## config.mk

```make
export PLATFORM = sky130hd
export DESIGN_NAME = mss_sequencer
export DESIGN_NICKNAME = d
export VERILOG_FILES = /design/src/hdl/mss_pkg.sv /design/src/hdl/mss_out_decode.sv /design/src/hdl/mss_sequencer.sv
export SDC_FILE = /design/constraint.sdc
export NUM_CORES = 1
export LEC_CHECK = 0
export ABC_AREA = 1
export BUFFER_PORTS_ARGS = -buffer_cell sky130_fd_sc_hd__buf_2
export CAP_MARGIN = 20
export CORE_AREA = 2 2 39 41
export CTS_CLUSTER_SIZE = 10
export DETAILED_ROUTE_END_ITERATION = 8
export DIE_AREA = 0 0 41 43
export PLACE_DENSITY_LB_ADDON = 0.05
export SLEW_MARGIN = 15
export SYNTH_ARGS = -nofsm -noshare
export SYNTH_HDL_FRONTEND = slang
export SYNTH_SLANG_ARGS = --single-unit
```

## constraint.sdc

```tcl
create_clock -name sys_clk -period 1.3 [get_ports sys_clk]
set_input_delay 0.13 -clock sys_clk [delete_from_list [all_inputs] [get_ports sys_clk]]
set_output_delay 0.13 -clock sys_clk [all_outputs]
set_load 0.03 [all_outputs]
```

## src/hdl/mss_pkg.sv

```systemverilog
package mss_pkg;

    // sequencer states, idle first so reset lands there
    typedef enum logic [2:0] {
        IDLE,
        STEP_ONE,
        STEP_TWO,
        STEP_THREE,
        DWELL_FIRST,
        DWELL_HOLD
    } mss_state_t;

    // control inputs sampled at the clock edge
    typedef struct packed {
        logic sync_clear;
        logic jump_req;
        logic alt_req;
    } mss_ctrl_t;

    // output word: state_bit2, state_bit1, state_bit0, phase_a_out, phase_b_out
    typedef struct packed {
        logic state_bit2;
        logic state_bit1;
        logic state_bit0;
        logic phase_a_out;
        logic phase_b_out;
    } mss_out_t;

    localparam mss_state_t RESET_STATE = IDLE;

    localparam logic [4:0] OUT_IDLE        = 5'h00;
    localparam logic [4:0] OUT_STEP_ONE    = 5'h06;
    localparam logic [4:0] OUT_STEP_TWO    = 5'h09;
    localparam logic [4:0] OUT_STEP_THREE  = 5'h0E;
    localparam logic [4:0] OUT_DWELL_FIRST = 5'h11;
    localparam logic [4:0] OUT_DWELL_HOLD  = 5'h16;
    localparam logic [4:0] OUT_RESET       = OUT_IDLE;

endpackage : mss_pkg

```

## src/hdl/mss_out_decode.sv

```systemverilog
`timescale 1ns/10ps

module mss_out_decode (
    // next state to decode
    input  mss_pkg::mss_state_t state,
    // decoded output word
    output mss_pkg::mss_out_t   outs
);

    always_comb begin
        case (state)
            mss_pkg::IDLE:        outs = mss_pkg::OUT_IDLE;
            mss_pkg::STEP_ONE:    outs = mss_pkg::OUT_STEP_ONE;
            mss_pkg::STEP_TWO:    outs = mss_pkg::OUT_STEP_TWO;
            mss_pkg::STEP_THREE:  outs = mss_pkg::OUT_STEP_THREE;
            mss_pkg::DWELL_FIRST: outs = mss_pkg::OUT_DWELL_FIRST;
            mss_pkg::DWELL_HOLD:  outs = mss_pkg::OUT_DWELL_HOLD;
            default:              outs = mss_pkg::OUT_IDLE;
        endcase
    end

endmodule : mss_out_decode

```

## src/hdl/mss_sequencer.sv

```systemverilog
`timescale 1ns/10ps

module mss_sequencer (
    // clock and reset
    input  wire logic  sys_clk,
    input  wire logic  arst_n,
    // control inputs
    input  wire logic  sync_clear,
    input  wire logic  jump_req,
    input  wire logic  alt_req,
    // state code and phase outputs
    output logic       state_bit2,
    output logic       state_bit1,
    output logic       state_bit0,
    output logic       phase_a_out,
    output logic       phase_b_out
);

    mss_pkg::mss_ctrl_t  ctrl;
    mss_pkg::mss_state_t state_q;
    mss_pkg::mss_state_t state_d;
    mss_pkg::mss_out_t   outs_d;
    mss_pkg::mss_out_t   outs_q;

    assign ctrl.sync_clear = sync_clear;
    assign ctrl.jump_req   = jump_req;
    assign ctrl.alt_req    = alt_req;

    // next-state selection; if-else order gives branch priority
    always_comb begin
        state_d = state_q;
        if (ctrl.sync_clear) begin
            state_d = mss_pkg::IDLE;
        end else begin
            case (state_q)
                mss_pkg::IDLE: begin
                    state_d = mss_pkg::STEP_ONE;
                end
                mss_pkg::STEP_ONE: begin
                    if (ctrl.jump_req) begin
                        state_d = mss_pkg::STEP_THREE;
                    end else begin
                        state_d = mss_pkg::STEP_TWO;
                    end
                end
                mss_pkg::STEP_TWO: begin
                    if (ctrl.jump_req && !ctrl.alt_req) begin
                        state_d = mss_pkg::DWELL_FIRST;
                    end else if (ctrl.jump_req && ctrl.alt_req) begin
                        state_d = mss_pkg::STEP_ONE;
                    end else begin
                        state_d = mss_pkg::STEP_THREE;
                    end
                end
                mss_pkg::STEP_THREE: begin
                    if (ctrl.jump_req) begin
                        state_d = mss_pkg::STEP_ONE;
                    end else begin
                        state_d = mss_pkg::DWELL_FIRST;
                    end
                end
                mss_pkg::DWELL_FIRST: begin
                    if (ctrl.jump_req) begin
                        state_d = mss_pkg::STEP_TWO;
                    end else begin
                        state_d = mss_pkg::DWELL_HOLD;
                    end
                end
                mss_pkg::DWELL_HOLD: begin
                    if (ctrl.jump_req) begin
                        state_d = mss_pkg::STEP_TWO;
                    end else begin
                        state_d = mss_pkg::DWELL_HOLD;
                    end
                end
                default: begin
                    state_d = mss_pkg::IDLE;
                end
            endcase
        end
    end

    // outputs decoded from the next state, registered alongside it
    // output codes
    mss_out_decode u_decode (
        .state (state_d),
        .outs  (outs_d)
    );

    always_ff @(posedge sys_clk or negedge arst_n) begin
        if (!arst_n) begin
            state_q <= mss_pkg::RESET_STATE;
            outs_q  <= mss_pkg::OUT_RESET;
        end else begin
            state_q <= state_d;
            outs_q  <= outs_d;
        end
    end

    assign state_bit2  = outs_q.state_bit2;
    assign state_bit1  = outs_q.state_bit1;
    assign state_bit0  = outs_q.state_bit0;
    assign phase_a_out = outs_q.phase_a_out;
    assign phase_b_out = outs_q.phase_b_out;

endmodule : mss_sequencer
```

* After elaboration in Yosys (flattened, before gate mapping)
Cells that the tools add are included.
** Word-level totals
- Register bits after elaboration :: 8
- Input bits :: 5
- Output and inout bits :: 5
- Logic and storage cells :: 29
** Cells by class
- Eq/ne operators :: 10
- Muxes and demuxes :: 8
- Reductions and logical operators :: 5
** Operator list (count)
- $pmux W5 S5 :: 1
- $pmux W3 S5 :: 1
- $eq A3 B2 Y1 const B :: 4
- $eq A3 B3 Y1 const B :: 4
- $mux W3 :: 4
- $eq A3 B1 Y1 const B :: 2
- $logic_not A3 Y1 :: 1
- $logic_and A1 B1 Y1 :: 2
- $mux W2 :: 1
- $reduce_or A2 Y1 :: 1
- $logic_not A1 Y1 :: 1
- $mux W1 :: 1

* Longest topological paths before layout
- Depth after elaboration :: 7
- Gate-level depth with buffers :: 9
- Depth with buffers taken out :: 9

* Modules after synthesis
Synthesis repeated with hierarchy kept, for this count alone.
** Second synthesis, totals
- Cell total of the unflattened synthesis :: 41
- Area total of the unflattened synthesis :: 370.4 um^2
** Modules (own cells, without submodules)
- mss_sequencer :: times used 1, cells each 32, area each 321.6 um^2, sequential area each 200.2 um^2
- mss_out_decode :: times used 1, cells each 9, area each 48.8 um^2, sequential area each 0.0 um^2

* Worst setup path after synthesis
No wires, ideal clock.
- Path kind :: register to register
- From :: reg state_q[2]
- To :: reg outs_q (netlist bit phase_b_out)
- Setup time :: 113 ps
- Arrival :: 822 ps
- Required time :: 1187 ps
- Slack :: 365 ps
- Stages on the path, launching flop included :: 7
- Path buffers :: 0
- Path through :: dfrtp_1 -> nor2_2 -> nand3_1 -> nand3_1 -> nand2_2 -> nand2_1 -> inv_1
** RTL lines
- from (decl) :: RTL line mss_sequencer.sv:20 : mss_pkg::mss_state_t state_q;
- from (signal assigned) :: RTL line mss_sequencer.sv:92 : state_q <= mss_pkg::RESET_STATE;
- from (signal assigned) :: RTL line mss_sequencer.sv:95 : state_q <= state_d;
- to (signal assigned) :: RTL line mss_sequencer.sv:93 : outs_q <= mss_pkg::OUT_RESET;
- to (signal assigned) :: RTL line mss_sequencer.sv:96 : outs_q <= outs_d;
- to (decl) :: RTL line mss_sequencer.sv:23 : mss_pkg::mss_out_t outs_q;

==> metrics <==
Worst-path clk slew 50 ps; antenna-violating nets left 0; Pwr Density 1563 mW/mm2; synthesized area 341.6 um2; hold_buf cts 1; FMAX 0.9579 GHz; # IOs 10; hold path startpoint sync_clear; # setup viols final 0; Via Count 301; Synth Net Count 50; fillcell total 155; final setup margin 256.0 ps; Worst Path Class, Setup reg -> reg; Setup WS pre-CTS 268.2 ps; Routability Congestion 0.6498; Hold Slack 150.7 ps; Layout Skew 1.171 ps; number of distinct library cells after synthesis 9; YS warnings 0; final hold violation count 0; DR vias/cell 4.068; Hold WC Path Type in -> reg; per-cell routed wire length 8.541 um; First DRT Iteration DRCs 6; Critical Path RT 1500 ps; nets 64; first-pass GRT wire length 1.124 mm; status finished, final reports clean; IO Port Bufs 9; CTS tree yes; cell leakage power 0.2920 nW; Pre-antenna DRT Iters 4; FF-to-FF Start state_q[2]$_DFF_PN0_; die extent in x 41 um; detailed-route DRC error count 0; vias in the first global route 276; Post CTS Setup Buffer Count 0; CTS Root Cell clkbuf_4; Area growth syn-to-layout 27.47%; Worst Tran Pin Value 162.8 ps; CTS Sinks 7; CTS Buffer Depth 2; htree depth 1; antenna violations before repair 0; total core area 0.001384 mm2; Max Cap Violations 0; peak supply drop 457.5 uV; Worst slew margin 0.8914; gr ovfl total 0; Tot GR Track Use 0.1004; CP endpoint kind flop; total length of routed wires 632 um; largest net degree at the start of global routing 8; Critical Path AT 1240 ps; setup_tns 0 ps; Seq/Total Area, Yosys 0.5128; Cells after Synth 45; layout cell share with drive strength beyond 1 0.3621; Die ar. 0.001763 mm2; Mapped Avg Cell Area 7.591 um2; post_cts resized 0; hpwl dp 484.3 um; chip height 43 um; total power 0.6803 mW; total CTS buffers 3; FF+latch count, synth 7; CP Launch Point state_q[2]$_DFF_PN0_; min Tclk post-route 1044 ps; clk_lat worst skew 250 ps; Setup crit start kind flop; # rows 14; crit-path max FO 4; RSZ-0062 raised after global routing false; FF-to-FF setup slack 260 ps; antenna diode count 0; Initial Utilization 0.2468; max-slew violation count 0; part of the cycle the worst path needs 0.8031
## sequential cells by signal, summed over array words and instances (netlist names)
register     flops
state_bit1       1
phase_b_out      1
phase_a_out      1
state_bit2       1
state_q          3
## cell type report
cell class,instances,area (um2),share of cell area
clock buffer,4,26.28,0.06034
sequential,7,175.2,0.4023
multi-input combinational,24,110.1,0.2529
inverter,13,48.80,0.1121
tap,16,20.02,0.04598
timing repair buffer,10,55.05,0.1264
## through the flow
step | cells | util | instance area, um2
5_1_grt | 74 | 0.3146 | 435.4
4_1_cts | 74 | 0.3146 | 435.4
3_3_place_gp | 69 | 0.2884 | 399.1
6_report | 74 | 0.3146 | 435.4
2_1_floorplan | 45 | - | 341.6
3_5_place_dp | 69 | 0.2884 | 399.1
## worst paths after layout
path / to / cells after the start
min in group asynchronous: state_q[2]$_DFF_PN0_ / 2
worst max-delay path: phase_b_out$_DFF_PN0_ / 7
worst min-delay path: state_q[1]$_DFF_PN0_ / 4
worst max register to register: phase_b_out$_DFF_PN0_ / 7
max in group asynchronous: state_q[0]$_DFF_PN0_ / 2
worst min register to register: state_bit2$_DFF_PN0_ / 5
## layout by cell type (no fill, tap or decap)
| master | Yosys | layout |
|---|---|---|
| nand2_1 | 10 | 10 |
| inv_1 | 9 | 9 |
| buf_2 | 0 | 9 |
| dfrtp_1 | 7 | 7 |
| nand3_1 | 6 | 6 |
| inv_2 | 4 | 4 |
| nand2_2 | 4 | 4 |
| nor2_1 | 3 | 3 |
| clkbuf_4 | 0 | 3 |
| nor2_2 | 1 | 1 |
| clkbuf_1 | 0 | 1 |
| dlygate4sd3_1 | 0 | 1 |
## critical path, stage by stage (launching register included)
cell and delay [ps]:
dfrtp_1 420, nor2_2 160, nand3_1 90, nand2_1 100, nand2_2 70, nand2_1 70
nand2_1 40, inv_1 40
## cells by family (layout without fill, tap and decap cells)
logic type | Yosys count | in the layout | share of synthesized area
AND/OR/NAND/NOR | 24 | 24 | 0.3224
flip-flops | 7 | 7 | 0.5128
buffers and inverters | 14 | 27 | 0.1648
## cell usage after synthesis
cell type | instances | area (um2)
nor2_2 | 1 | 6.260
nand2_2 | 4 | 25.02
inv_2 | 4 | 15.01
dfrtp_1 | 7 | 175.2
buf_4 | 1 | 7.510
nand2_1 | 10 | 37.54
nor2_1 | 3 | 11.26
nand3_1 | 6 | 30.03
inv_1 | 9 | 33.78
## routing by layer
layer	track usage	share of wire	up-vias
met2	0.1250	0.49	6
met5	0	0	-
met1	0.1262	0.42	137
li1	-	-	154
met4	0.1000	0.030	0
met3	0.03141	0.051	4
## where the power goes
group	internal [mW]	switching (mW)	total, mW
Combinational	0.0635	0.143	0.207
Sequential	0.252	0.0194	0.272
Clock	0.117	0.0845	0.202
Power figures use the tool's default switching activity.
